### src/pkg/i2c_mm_pkg.sv
// package for the multi-master i2c arbitration engine
//==============================================================
// Functional notes
// - reset disables port, ends transfer
// - stop and start seen cleared on reset/disable
// - stop seen while idle sets port irq
// - compare sda with intended output, flag loss
// - released one read zero: collide, go idle
// - byte collision: halt, clear full, release lines
// - sequence collision: abort, release, clear enable
// - new byte after collision starts at bit one
// - line low at start begin: collide, idle
// - start count runs, scl low collides
// - sda low in first count: drive early
// - second start count ignores scl, then scl low
// - restart: count, release scl, sda low collides
// - restart reload, scl early fall collides
// - restart both high: sda low, count, scl low
// - stop: release scl, count, sda low collides
// - stop: scl low before sda release collides
// - stop end sets stop seen, then irq
//==============================================================
package i2c_mm_pkg;
    // register offsets
    localparam logic [3:0] ADDR_STATUS   = 4'h0;
    localparam logic [3:0] ADDR_CTRL_ONE = 4'h1;
    localparam logic [3:0] ADDR_CTRL_TWO = 4'h2;
    localparam logic [3:0] ADDR_RELOAD   = 4'h3;
    localparam logic [3:0] ADDR_BUFFER   = 4'h4;
    localparam logic [3:0] ADDR_IRQ_FLAG = 4'h5;
    localparam logic [3:0] ADDR_IRQ_EN   = 4'h6;
    // field positions
    localparam int STAT_FULL   = 0;
    localparam int STAT_START  = 3;
    localparam int STAT_STOP   = 4;
    localparam int C1_ENABLE   = 5;
    localparam int C2_START    = 0;
    localparam int C2_RESTART  = 1;
    localparam int C2_STOP     = 2;
    localparam int C2_ACK      = 4;
    localparam int C2_ACKDT    = 5;
    localparam int C2_ACKSTAT  = 6;
    localparam int IRQ_PORT    = 0;
    localparam int IRQ_COLL    = 1;
    // reset values
    localparam logic [7:0] RELOAD_RST = 8'h09;
    localparam logic [7:0] ZERO8      = 8'h00;

    typedef struct packed {
        logic [3:0] addr;
        logic [7:0] wdata;
        logic       wr;
        logic       rd;
    } bus_req_s;

    typedef struct packed {
        logic sda_o;
        logic sda_oe;
        logic scl_o;
        logic scl_oe;
    } pin_drv_s;
endpackage

### src/i2c_line_sync.sv
// two-flop synchroniser and edge finder for the i2c lines
module i2c_line_sync (
    // clock and reset
    input  wire logic clk_i,
    input  wire logic arst_n_i,
    // raw line
    input  wire logic line_i,
    // synchronised level and edges
    output logic      level_o,
    output logic      rise_o,
    output logic      fall_o
);
    logic meta_ff;
    logic sync_ff;
    logic prev_ff;
    // lines idle high through the pull-ups, so reset to one
    always_ff @(posedge clk_i or negedge arst_n_i) begin
        if (!arst_n_i) begin
            meta_ff <= 1'b1;
            sync_ff <= 1'b1;
            prev_ff <= 1'b1;
        end else begin
            meta_ff <= line_i;
            sync_ff <= meta_ff;
            prev_ff <= sync_ff;
        end
    end
    assign level_o = sync_ff;
    assign rise_o  = sync_ff & ~prev_ff;
    assign fall_o  = ~sync_ff & prev_ff;
endmodule // i2c_line_sync

### src/i2c_mm_master.sv
// multi-master i2c engine: sequences, arbitration, register file
module i2c_mm_master (
    // clock and reset
    input  wire logic              clk_i,
    input  wire logic              arst_n_i,
    // register port
    input  wire i2c_mm_pkg::bus_req_s req_i,
    output logic [7:0]             rdata_o,
    // bus lines, open drain (oe high pulls low)
    input  wire logic              sda_i,
    input  wire logic              scl_i,
    output i2c_mm_pkg::pin_drv_s   pin_o,
    // interrupt requests
    output logic                   port_irq_o,
    output logic                   coll_irq_o
);
    import i2c_mm_pkg::*;

    typedef enum {
        S_IDLE, S_ST_WAIT, S_ST_HOLD,
        S_RS_SDA, S_RS_SCL, S_RS_HI, S_RS_HOLD,
        S_SP_SDA, S_SP_SCL, S_SP_HI, S_SP_REL, S_SP_DONE,
        S_TX_LO, S_TX_HI, S_AK_LO, S_AK_HI
    } state_e;

    //==========================================================
    // line sampling
    //==========================================================
    logic sda_s, sda_rise, sda_fall;
    logic scl_s;
    i2c_line_sync u_sda (.clk_i(clk_i), .arst_n_i(arst_n_i), .line_i(sda_i),
                         .level_o(sda_s), .rise_o(sda_rise), .fall_o(sda_fall));
    i2c_line_sync u_scl (.clk_i(clk_i), .arst_n_i(arst_n_i), .line_i(scl_i),
                         .level_o(scl_s), .rise_o(), .fall_o());

    //==========================================================
    // state
    //==========================================================
    state_e     state_ff, nxt_state;
    logic [7:0] cnt_ff, nxt_cnt;
    logic [7:0] shift_ff, nxt_shift;
    logic [3:0] bit_ff, nxt_bit;
    logic       sda_drv_ff, nxt_sda_drv;
    logic       scl_drv_ff, nxt_scl_drv;
    logic [7:0] reload_ff, ctrl1_ff, ctrl2_ff, irq_en_ff;
    logic       full_ff, start_seen_ff, stop_seen_ff, ackstat_ff;
    logic       port_flag_ff, coll_flag_ff;
    logic [7:0] rdata_ff;
    logic       port_irq_ff, coll_irq_ff;

    //==========================================================
    // decode
    //==========================================================
    wire enabled   = ctrl1_ff[C1_ENABLE];
    wire wr_ctrl1  = req_i.wr && req_i.addr == ADDR_CTRL_ONE;
    wire wr_ctrl2  = req_i.wr && req_i.addr == ADDR_CTRL_TWO;
    wire wr_reload = req_i.wr && req_i.addr == ADDR_RELOAD;
    wire wr_buf    = req_i.wr && req_i.addr == ADDR_BUFFER;
    wire wr_flag   = req_i.wr && req_i.addr == ADDR_IRQ_FLAG;
    wire wr_en     = req_i.wr && req_i.addr == ADDR_IRQ_EN;
    wire cnt_done  = cnt_ff == ZERO8;
    wire idle      = state_ff == S_IDLE;
    wire want_sda  = ~sda_drv_ff;
    // bus-level start and stop seen by any master
    wire bus_start = sda_fall & scl_s;
    wire bus_stop  = sda_rise & scl_s;
    // arbitration: released line read low while scl high
    // the ninth clock is the slave's ack slot, not arbitration
    wire tx_lost   = (state_ff == S_TX_HI || state_ff == S_AK_HI)
                     && !(state_ff == S_TX_HI && bit_ff == 4'h8)
                     && want_sda && !sda_s && scl_s;
    logic coll_evt, port_evt, clr_seq;

    //==========================================================
    // sequencer
    //==========================================================
    always_comb begin
        nxt_state   = state_ff;
        nxt_cnt     = cnt_done ? ZERO8 : cnt_ff - 8'h01;
        nxt_shift   = shift_ff;
        nxt_bit     = bit_ff;
        nxt_sda_drv = sda_drv_ff;
        nxt_scl_drv = scl_drv_ff;
        coll_evt    = 1'b0;
        port_evt    = 1'b0;
        clr_seq     = 1'b0;
        unique case (state_ff)
            S_IDLE: begin
                nxt_cnt = reload_ff;
                if (wr_ctrl2 && req_i.wdata[C2_START] && enabled) begin
                    if (!sda_s || !scl_s) begin
                        coll_evt = 1'b1;
                        clr_seq  = 1'b1;
                    end else begin
                        nxt_state = S_ST_WAIT;
                    end
                end else if (wr_ctrl2 && req_i.wdata[C2_RESTART] && enabled) begin
                    nxt_sda_drv = 1'b0;
                    nxt_state   = S_RS_SDA;
                end else if (wr_ctrl2 && req_i.wdata[C2_STOP] && enabled) begin
                    nxt_sda_drv = 1'b1;
                    nxt_state   = S_SP_SDA;
                end else if (wr_ctrl2 && req_i.wdata[C2_ACK] && enabled) begin
                    nxt_scl_drv = 1'b1;
                    nxt_sda_drv = ~req_i.wdata[C2_ACKDT];
                    nxt_state   = S_AK_LO;
                end else if (wr_buf && enabled) begin
                    nxt_shift   = req_i.wdata;
                    nxt_bit     = 4'h0;
                    nxt_scl_drv = 1'b1;
                    nxt_sda_drv = ~req_i.wdata[7];
                    nxt_state   = S_TX_LO;
                end
            end
            S_ST_WAIT: begin
                if (sda_s && !scl_s) begin
                    coll_evt = 1'b1;
                end else if (!sda_s || cnt_done) begin
                    nxt_sda_drv = 1'b1;
                    nxt_cnt     = reload_ff;
                    nxt_state   = S_ST_HOLD;
                end
            end
            S_ST_HOLD: if (cnt_done) begin
                nxt_scl_drv = 1'b1;
                port_evt    = 1'b1;
                clr_seq     = 1'b1;
                nxt_state   = S_IDLE;
            end
            S_RS_SDA: begin
                if (!sda_s) nxt_cnt = reload_ff;
                else if (cnt_done) begin
                    nxt_scl_drv = 1'b0;
                    nxt_state   = S_RS_SCL;
                end
            end
            S_RS_SCL: begin
                nxt_cnt = reload_ff;
                if (scl_s) begin
                    if (!sda_s) coll_evt = 1'b1;
                    else nxt_state = S_RS_HI;
                end
            end
            S_RS_HI: begin
                if (!scl_s && sda_s) coll_evt = 1'b1;
                // sda falling first is a rival restart
                else if (!sda_s) begin
                    nxt_sda_drv = 1'b1;
                    nxt_cnt     = reload_ff;
                    nxt_state   = S_RS_HOLD;
                end else if (cnt_done) begin
                    nxt_sda_drv = 1'b1;
                    nxt_cnt     = reload_ff;
                    nxt_state   = S_RS_HOLD;
                end
            end
            S_RS_HOLD: if (cnt_done) begin
                nxt_scl_drv = 1'b1;
                port_evt    = 1'b1;
                clr_seq     = 1'b1;
                nxt_state   = S_IDLE;
            end
            S_SP_SDA: begin
                nxt_cnt = reload_ff;
                if (!sda_s) begin
                    nxt_scl_drv = 1'b0;
                    nxt_state   = S_SP_SCL;
                end
            end
            S_SP_SCL: begin
                nxt_cnt = reload_ff;
                if (scl_s) nxt_state = S_SP_HI;
            end
            S_SP_HI: begin
                if (!scl_s) coll_evt = 1'b1;
                else if (cnt_done) begin
                    nxt_sda_drv = 1'b0;
                    nxt_cnt     = reload_ff;
                    nxt_state   = S_SP_REL;
                end
            end
            S_SP_REL: begin
                // rival still holding sda low owns the bus
                if (cnt_done && !sda_s) coll_evt = 1'b1;
                else if (sda_s && scl_s && cnt_done) begin
                    nxt_cnt   = reload_ff;
                    nxt_state = S_SP_DONE;
                end
            end
            S_SP_DONE: if (cnt_done) begin
                port_evt  = 1'b1;
                clr_seq   = 1'b1;
                nxt_state = S_IDLE;
            end
            S_TX_LO, S_AK_LO: if (cnt_done) begin
                nxt_scl_drv = 1'b0;
                nxt_cnt     = reload_ff;
                nxt_state   = (state_ff == S_TX_LO) ? S_TX_HI : S_AK_HI;
            end
            S_TX_HI, S_AK_HI: begin
                // clock stretching: count only once scl reads high
                if (!scl_s) nxt_cnt = reload_ff;
                if (tx_lost) coll_evt = 1'b1;
                else if (cnt_done) begin
                    nxt_scl_drv = 1'b1;
                    nxt_cnt     = reload_ff;
                    // ninth clock closes the byte
                    if (state_ff == S_AK_HI || bit_ff == 4'h8) begin
                        port_evt  = 1'b1;
                        clr_seq   = 1'b1;
                        nxt_state = S_IDLE;
                    end else begin
                        nxt_bit     = bit_ff + 4'h1;
                        nxt_shift   = {shift_ff[6:0], 1'b0};
                        nxt_sda_drv = (bit_ff == 4'h7) ? 1'b0 : ~shift_ff[6];
                        nxt_state   = S_TX_LO;
                    end
                end
            end
        endcase
        // any collision releases both lines and parks the engine
        if (coll_evt) begin
            nxt_sda_drv = 1'b0;
            nxt_scl_drv = 1'b0;
            // next byte starts at its first bit
            nxt_bit     = 4'h0;
            clr_seq     = 1'b1;
            nxt_state   = S_IDLE;
        end
        if (!enabled) begin
            nxt_state   = S_IDLE;
            nxt_sda_drv = 1'b0;
            nxt_scl_drv = 1'b0;
        end
    end

    always_ff @(posedge clk_i or negedge arst_n_i) begin
        if (!arst_n_i) begin
            state_ff   <= S_IDLE;
            cnt_ff     <= ZERO8;
            shift_ff   <= ZERO8;
            bit_ff     <= 4'h0;
            sda_drv_ff <= 1'b0;
            scl_drv_ff <= 1'b0;
        end else begin
            state_ff   <= nxt_state;
            cnt_ff     <= nxt_cnt;
            shift_ff   <= nxt_shift;
            bit_ff     <= nxt_bit;
            sda_drv_ff <= nxt_sda_drv;
            scl_drv_ff <= nxt_scl_drv;
        end
    end

    //==========================================================
    // registers and flags
    //==========================================================
    wire ack_capture = state_ff == S_TX_HI && bit_ff == 4'h8 && cnt_done && scl_s;
    // a tx collision drops the full flag so the buffer is writable again
    wire full_clr    = coll_evt || (ack_capture && !tx_lost);

    always_ff @(posedge clk_i or negedge arst_n_i) begin
        if (!arst_n_i) begin
            reload_ff     <= RELOAD_RST;
            ctrl1_ff      <= ZERO8;
            ctrl2_ff      <= ZERO8;
            irq_en_ff     <= ZERO8;
            full_ff       <= 1'b0;
            start_seen_ff <= 1'b0;
            stop_seen_ff  <= 1'b0;
            ackstat_ff    <= 1'b0;
            port_flag_ff  <= 1'b0;
            coll_flag_ff  <= 1'b0;
        end else begin
            if (wr_reload) reload_ff <= req_i.wdata;
            if (wr_ctrl1) ctrl1_ff <= req_i.wdata;
            if (wr_en) irq_en_ff <= req_i.wdata;
            if (clr_seq) ctrl2_ff[4:0] <= 5'h00;
            else if (wr_ctrl2 && idle) ctrl2_ff <= req_i.wdata;
            if (full_clr) full_ff <= 1'b0;
            else if (wr_buf && idle && enabled) full_ff <= 1'b1;
            if (ack_capture) ackstat_ff <= sda_s;
            if (!enabled) begin
                start_seen_ff <= 1'b0;
                stop_seen_ff  <= 1'b0;
            end else if (bus_start) begin
                start_seen_ff <= 1'b1;
                stop_seen_ff  <= 1'b0;
            end else if (bus_stop) begin
                start_seen_ff <= 1'b0;
                stop_seen_ff  <= 1'b1;
            end
            // set wins over a software clear in the same cycle
            // own stops flag at their end, rival stops only while idle
            if (port_evt || (bus_stop && enabled && idle && start_seen_ff)) begin
                port_flag_ff <= 1'b1;
            end else if (wr_flag && !req_i.wdata[IRQ_PORT]) begin
                port_flag_ff <= 1'b0;
            end
            if (coll_evt) coll_flag_ff <= 1'b1;
            else if (wr_flag && !req_i.wdata[IRQ_COLL]) coll_flag_ff <= 1'b0;
        end
    end

    //==========================================================
    // read data and outputs
    //==========================================================
    // unmapped offsets read as zero
    logic [7:0] rd_mux;
    assign rd_mux =
        (req_i.addr == ADDR_STATUS)   ? {3'h0, stop_seen_ff, start_seen_ff, 2'h0, full_ff} :
        (req_i.addr == ADDR_CTRL_ONE) ? ctrl1_ff :
        (req_i.addr == ADDR_CTRL_TWO) ? {1'b0, ackstat_ff, ctrl2_ff[5:0]} :
        (req_i.addr == ADDR_RELOAD)   ? reload_ff :
        (req_i.addr == ADDR_BUFFER)   ? shift_ff :
        (req_i.addr == ADDR_IRQ_FLAG) ? {6'h00, coll_flag_ff, port_flag_ff} :
        (req_i.addr == ADDR_IRQ_EN)   ? irq_en_ff : ZERO8;
    // irq levels: flag and enable
    wire nxt_port_irq = port_flag_ff & irq_en_ff[IRQ_PORT];
    wire nxt_coll_irq = coll_flag_ff & irq_en_ff[IRQ_COLL];

    always_ff @(posedge clk_i or negedge arst_n_i) begin
        if (!arst_n_i) begin
            rdata_ff    <= ZERO8;
            port_irq_ff <= 1'b0;
            coll_irq_ff <= 1'b0;
        end else begin
            rdata_ff    <= req_i.rd ? rd_mux : ZERO8;
            port_irq_ff <= nxt_port_irq;
            coll_irq_ff <= nxt_coll_irq;
        end
    end

    assign rdata_o      = rdata_ff;
    assign port_irq_o   = port_irq_ff;
    assign coll_irq_o   = coll_irq_ff;
    assign pin_o.sda_o  = 1'b0;
    assign pin_o.scl_o  = 1'b0;
    assign pin_o.sda_oe = sda_drv_ff;
    assign pin_o.scl_oe = scl_drv_ff;
endmodule // i2c_mm_master

### config.mk
export PLATFORM = sky130hd
export DESIGN_NAME = i2c_mm_master
export DESIGN_NICKNAME = d
export VERILOG_FILES = /design/src/pkg/i2c_mm_pkg.sv /design/src/i2c_line_sync.sv /design/src/i2c_mm_master.sv
export SDC_FILE = /design/constraint.sdc
export NUM_CORES = 1
export LEC_CHECK = 0
export ABC_AREA = 1
export CORE_ASPECT_RATIO = 0.75
export CORE_MARGIN = 4
export CORE_UTILIZATION = 30
export DETAILED_ROUTE_END_ITERATION = 8
export DONT_BUFFER_PORTS = 1
export GPL_TIMING_DRIVEN = 0
export PLACE_DENSITY = 0.48
export SYNTH_ARGS = -nofsm -noshare
export SYNTH_HDL_FRONTEND = slang
export SYNTH_SLANG_ARGS = --single-unit
### constraint.sdc
create_clock -name clk_i -period 2 [get_ports clk_i]
set_input_delay 0.6 -clock clk_i [delete_from_list [all_inputs] [get_ports clk_i]]
set_output_delay 0.6 -clock clk_i [all_outputs]
set_load 0.1 [all_outputs]
==> results_tabular.tex <==
\begin{tabular}{lr}
\hline
Metric & Value \\
\hline
\multicolumn{2}{l}{\textbf{Route}} \\
\quad Antenna Nets Post-Route & 0 \\
\quad Per-cell routed wire length & 18.0 um \\
\quad Sum of routed wire length over all layers & 19.1 mm \\
\quad DRC violation total after the first TritonRoute iteration & 537 \\
\quad Number of remaining DRC errors & 0 \\
\quad Via-per-instance ratio & 5.12 \\
\quad First drt pass iteration count & 8 \\
\quad Via count & 5437 \\
\multicolumn{2}{l}{\textbf{Layout}} \\
\quad Commonest non-fill, non-tap cells in the layout & sky130\_fd\_sc\_hd\_\_nand2\_1 (244), sky130\_fd\_sc\_hd\_\_dfrtp\_1 (68), sky130\_fd\_sc\_hd\_\_inv\_1 (66), sky130\_fd\_sc\_hd\_\_nor2\_1 (64), sky130\_fd\_sc\_hd\_\_o21ai\_0 (62) \\
\quad Area of combinational cells with multiple inputs & 3230 um\^{}2 \\
\quad Number of inserted filler cells in the final layout & 1887 \\
\quad Most common library cell in the layout ignoring fill and taps & sky130\_fd\_sc\_hd\_\_nand2\_1 \\
\quad Final-stage net count & 842 \\
\quad Area growth from synthesis to layout & 21.1\% \\
\quad Fraction of layout instances using a drive strength above 1 & 0.211 \\
\quad Number of diodes added for antenna fixing & 0 \\
\quad Final non-filler cell total & 1062 \\
\quad Register area & 1940 um\^{}2 \\
\multicolumn{2}{l}{\textbf{Placed design}} \\
\quad Inst Count DP & 1023 \\
\quad DP Wirelength & 13.8 mm \\
\quad DP Worst Slack & -0.510 ns \\
\quad Final weighted congestion of routability-driven global placement & 0.891 \\
\quad Number of input and output port buffers inserted & 0 \\
\multicolumn{2}{l}{\textbf{Clock tree}} \\
\quad Clock buffer count from CTS & 9 \\
\quad Num Clock Sinks & 77 \\
\quad Post-CTS clock slew at the launch and capture registers of the worst setup and hold paths & 0.07 ns \\
\quad Clock tree from TritonCTS & built \\
\quad Number of levels in the clock H-tree & 3 \\
\quad Root buffer cell & sky130\_fd\_sc\_hd\_\_clkbuf\_16 \\
\quad Number of buffers on the longest clock path & 2 \\
\quad Worst-Skew Late Latency & 0.35 ns \\
\multicolumn{2}{l}{\textbf{Synthesis}} \\
\quad Post-Syn Instances & 786 \\
\quad Synth cell types & 50 \\
\quad Number of enable-type register cells in the synthesized netlist & 0 \\
\quad Proportion of synthesized area in mux cells & 0.00211 \\
\quad Yosys Warn Count & 0 \\
\quad Adder and majority gate portion of the synthesized area & 0.00703 \\
\quad Parity-gate share of the synthesized area counting xor and xnor cells & 0.00656 \\
\quad Synth Flop Type & sky130\_fd\_sc\_hd\_\_dfrtp\_1 \\
\quad Post-Synthesis Cell Area & 5340 um\^{}2 \\
\quad Share of flip-flops with an asynchronous set or reset & 1.00 \\
\quad Proportion of synthesized chip area in sequential cells & 0.363 \\
\quad Post-synthesis compound-gate area fraction & 0.148 \\
\quad Dominant combinational cell family by area after synthesis & simple AND/OR/NAND/NOR gates \\
\quad Post-Synthesis Mean Instance Area & 6.79 um\^{}2 \\
\quad Synthesized flop and latch total & 77 \\
\quad Simple-gate area share of the yosys netlist & 0.387 \\
\multicolumn{2}{l}{\textbf{Setup path}} \\
\quad Capturing element type of the critical path & flop \\
\quad Sum of buffers and inverters on the critical path & 2 \\
\quad Crit-path leading delay family & simple AND/OR/NAND/NOR gates \\
\quad Delay contributed by the slowest stage of the critical path & 0.41 ns \\
\quad Category of the critical setup timing path & reg2reg \\
\quad Crit Path Max Fanout & 5 \\
\quad Highest-delay cell along the critical path & sky130\_fd\_sc\_hd\_\_dfrtp\_1 \\
\quad Cells along the critical path & inv\_1, ha\_1, nand2\_2, nor2\_4, nand2\_2, nand2\_4, inv\_4, nor2\_4, nand3\_4, nor2\_4, nand2\_4, nand4\_1, nand2\_2 \\
\quad Worst endpoint data arrival time & 2.20 ns \\
\quad Worst Setup Start Kind & flop \\
\quad Worst endpoint required time & 2.24 ns \\
\multicolumn{2}{l}{\textbf{Flow run}} \\
\quad Maximum Capacitance Violations & 0 \\
\multicolumn{2}{l}{\textbf{STA}} \\
\quad Setup clock skew after layout & 0.0103 ns \\
\quad Worst Tran Pin Value & 0.882 ns \\
\quad Final hold slack & -0.0593 ns \\
\quad Highest achievable clock rate & 0.511 GHz \\
\quad Hold Fails Final Rpt & 70 \\
\quad Worst Setup Slack, final & 0.0425 ns \\
\quad RSZ-0062 raised after global routing & true \\
\quad Max-slew violation count & 0 \\
\quad Final period demand of the worst path & 1.96 ns \\
\quad Share of the clock period used by the worst path & 0.979 \\
\quad Max-Slew Margin vs Limit & 0.412 \\
\quad Final-report setup violation count & 0 \\
\multicolumn{2}{l}{\textbf{Global route}} \\
\quad Remaining global-route overflow & 0 \\
\quad GR Util All Layers & 0.197 \\
\quad Largest net degree at the start of global routing & 78 \\
\quad Initial antenna violation count & 0 \\
\quad Vias in the first global route & 4963 \\
\quad Wire length of the first global-routing pass & 29.9 mm \\
\multicolumn{2}{l}{\textbf{Status}} \\
\quad Violated checks & hold timing \\
\quad Outcome & complete, but fails checks \\
\multicolumn{2}{l}{\textbf{Floorplanning}} \\
\quad Overall die area & 20000 um\^{}2 \\
\quad Total core area & 17100 um\^{}2 \\
\quad Floorplan die width & 162 um \\
\quad Initial Utilization & 0.312 \\
\quad Floorplan row count & 41 \\
\quad Vertical die dimension & 124 um \\
\quad I/O pin total & 32 \\
\multicolumn{2}{l}{\textbf{Power}} \\
\quad Pleak & 0.00311 uW \\
\quad Power density over the cells & 1320 nW/um\^{}2 \\
\quad Worst IR Drop VDD & 0.583 mV \\
\multicolumn{2}{l}{\textbf{Min path}} \\
\quad Type of the worst min-delay path & in2async \\
\hline
\end{tabular}
sequential cells by signal (all words and copies together) (netlist names), 4 cells and up:
| register | flops |
|---|---|
| irq_en_ff | 8 |
| cnt_ff | 8 |
| ctrl2_ff | 6 |
| rdata_o | 8 |
| reload_ff | 8 |
| state_ff | 4 |
| bit_ff | 4 |
| shift_ff | 8 |
| ctrl1_ff | 8 |
what timing repair did:
item	in CTS	in global routing
hold endpoints to repair	70	70
resized for setup	29	75
setup endpoints to repair	36	31
setup buffers	16	8
pin swaps	10	20
power breakdown:
part           leakage, uW  switching (uW)  internal, uW  total, uW
Combinational      0.00199            2810          1460       4270
Clock             0.000145             735          1010       1750
Sequential        0.000980             517          1980       2490
logic make-up (layout without fill, tap and decap cells):
kind of cell	after synthesis	after routing
simple gates	460	460
compound gates	137	137
buf+inv	103	142
flops	77	77
xor+xnor	4	4
fa+ha+maj	3	3
other cells	1	2
mux	1	1
cell usage after synthesis (all sizes together), types with 2 or more instances:
master,count,area share
a21oi,24,0.023
a221oi,3,0.0049
a31oi,3,0.0035
buf,15,0.022
clkbuf,6,0.0042
clkinv,4,0.0038
dfrtp,70,0.33
dfstp,7,0.034
ha,3,0.0070
inv,78,0.056
nand2,271,0.20
nand3,70,0.074
nand3b,2,0.0028
nand4,12,0.014
nor2,92,0.080
nor3,9,0.010
o211ai,7,0.0098
o21ai,85,0.085
o221ai,4,0.0066
o22ai,4,0.0047
or2,3,0.0035
xor2,3,0.0049
cell type report:
cell class	instances	share of cell area
Multi-Input combinational cell	607	0.500
Buffer	20	0.0221
Clock inverter	6	0.0110
Timing Repair Buffer	24	0.0321
Inverter	82	0.0517
Tap cell	236	0.0457
Clock buffer	10	0.0370
Sequential cell	77	0.300
per-stage QoR:
step | utilization | setup TNS [ns] | hold slack (ns) | instance area (um^2) | power [uW]
after global routing | 0.377 | -0.875 | -0.0754 | 6460 | 9150
final | 0.377 | 0 | -0.0593 | 6460 | 8510
after floorplan | - | 0 | 0.304 | 5340 | 5160
after detailed placement | 0.329 | -13.10 | 0.308 | 5640 | 6090
after CTS | 0.360 | -0.00341 | -0.0681 | 6160 | 8150
after global placement | 0.329 | -14.61 | 0.308 | 5640 | 6110
worst paths after layout:
| path | start | endpoint | slack [ns] | depth (start not counted) |
|---|---|---|---|---|
| min in group clk_i | sda_i | u_sda.meta_ff$_DFF_PN1_ | 0.24 | 0 |
| worst max-delay path | bit_ff[1]$_DFFE_PN0P_ | state_ff[3]$_DFFE_PN0P_ | 0.04 | 13 |
| worst min-delay path | arst_n_i | bit_ff[2]$_DFFE_PN0P_ | -0.06 | 0 |
| max in group asynchronous | arst_n_i | u_scl.meta_ff$_DFF_PN1_ | 1.82 | 0 |
| worst max register to register | bit_ff[1]$_DFFE_PN0P_ | state_ff[3]$_DFFE_PN0P_ | 0.04 | 13 |
| worst min register to register | u_scl.meta_ff$_DFF_PN1_ | u_scl.level_o$_DFF_PN1_ | 0.36 | 0 |
metal layers:
layer / global-route usage / routed length, um / vias up
met2: 0.274 / 7740 / 205
met5: 0 / 0 / -
met1: 0.305 / 9400 / 2560
li1: - / - / 2643
met3: 0.0513 / 1670 / 29
met4: 0.0365 / 263 / 0
Power figures use the tool's default switching activity.
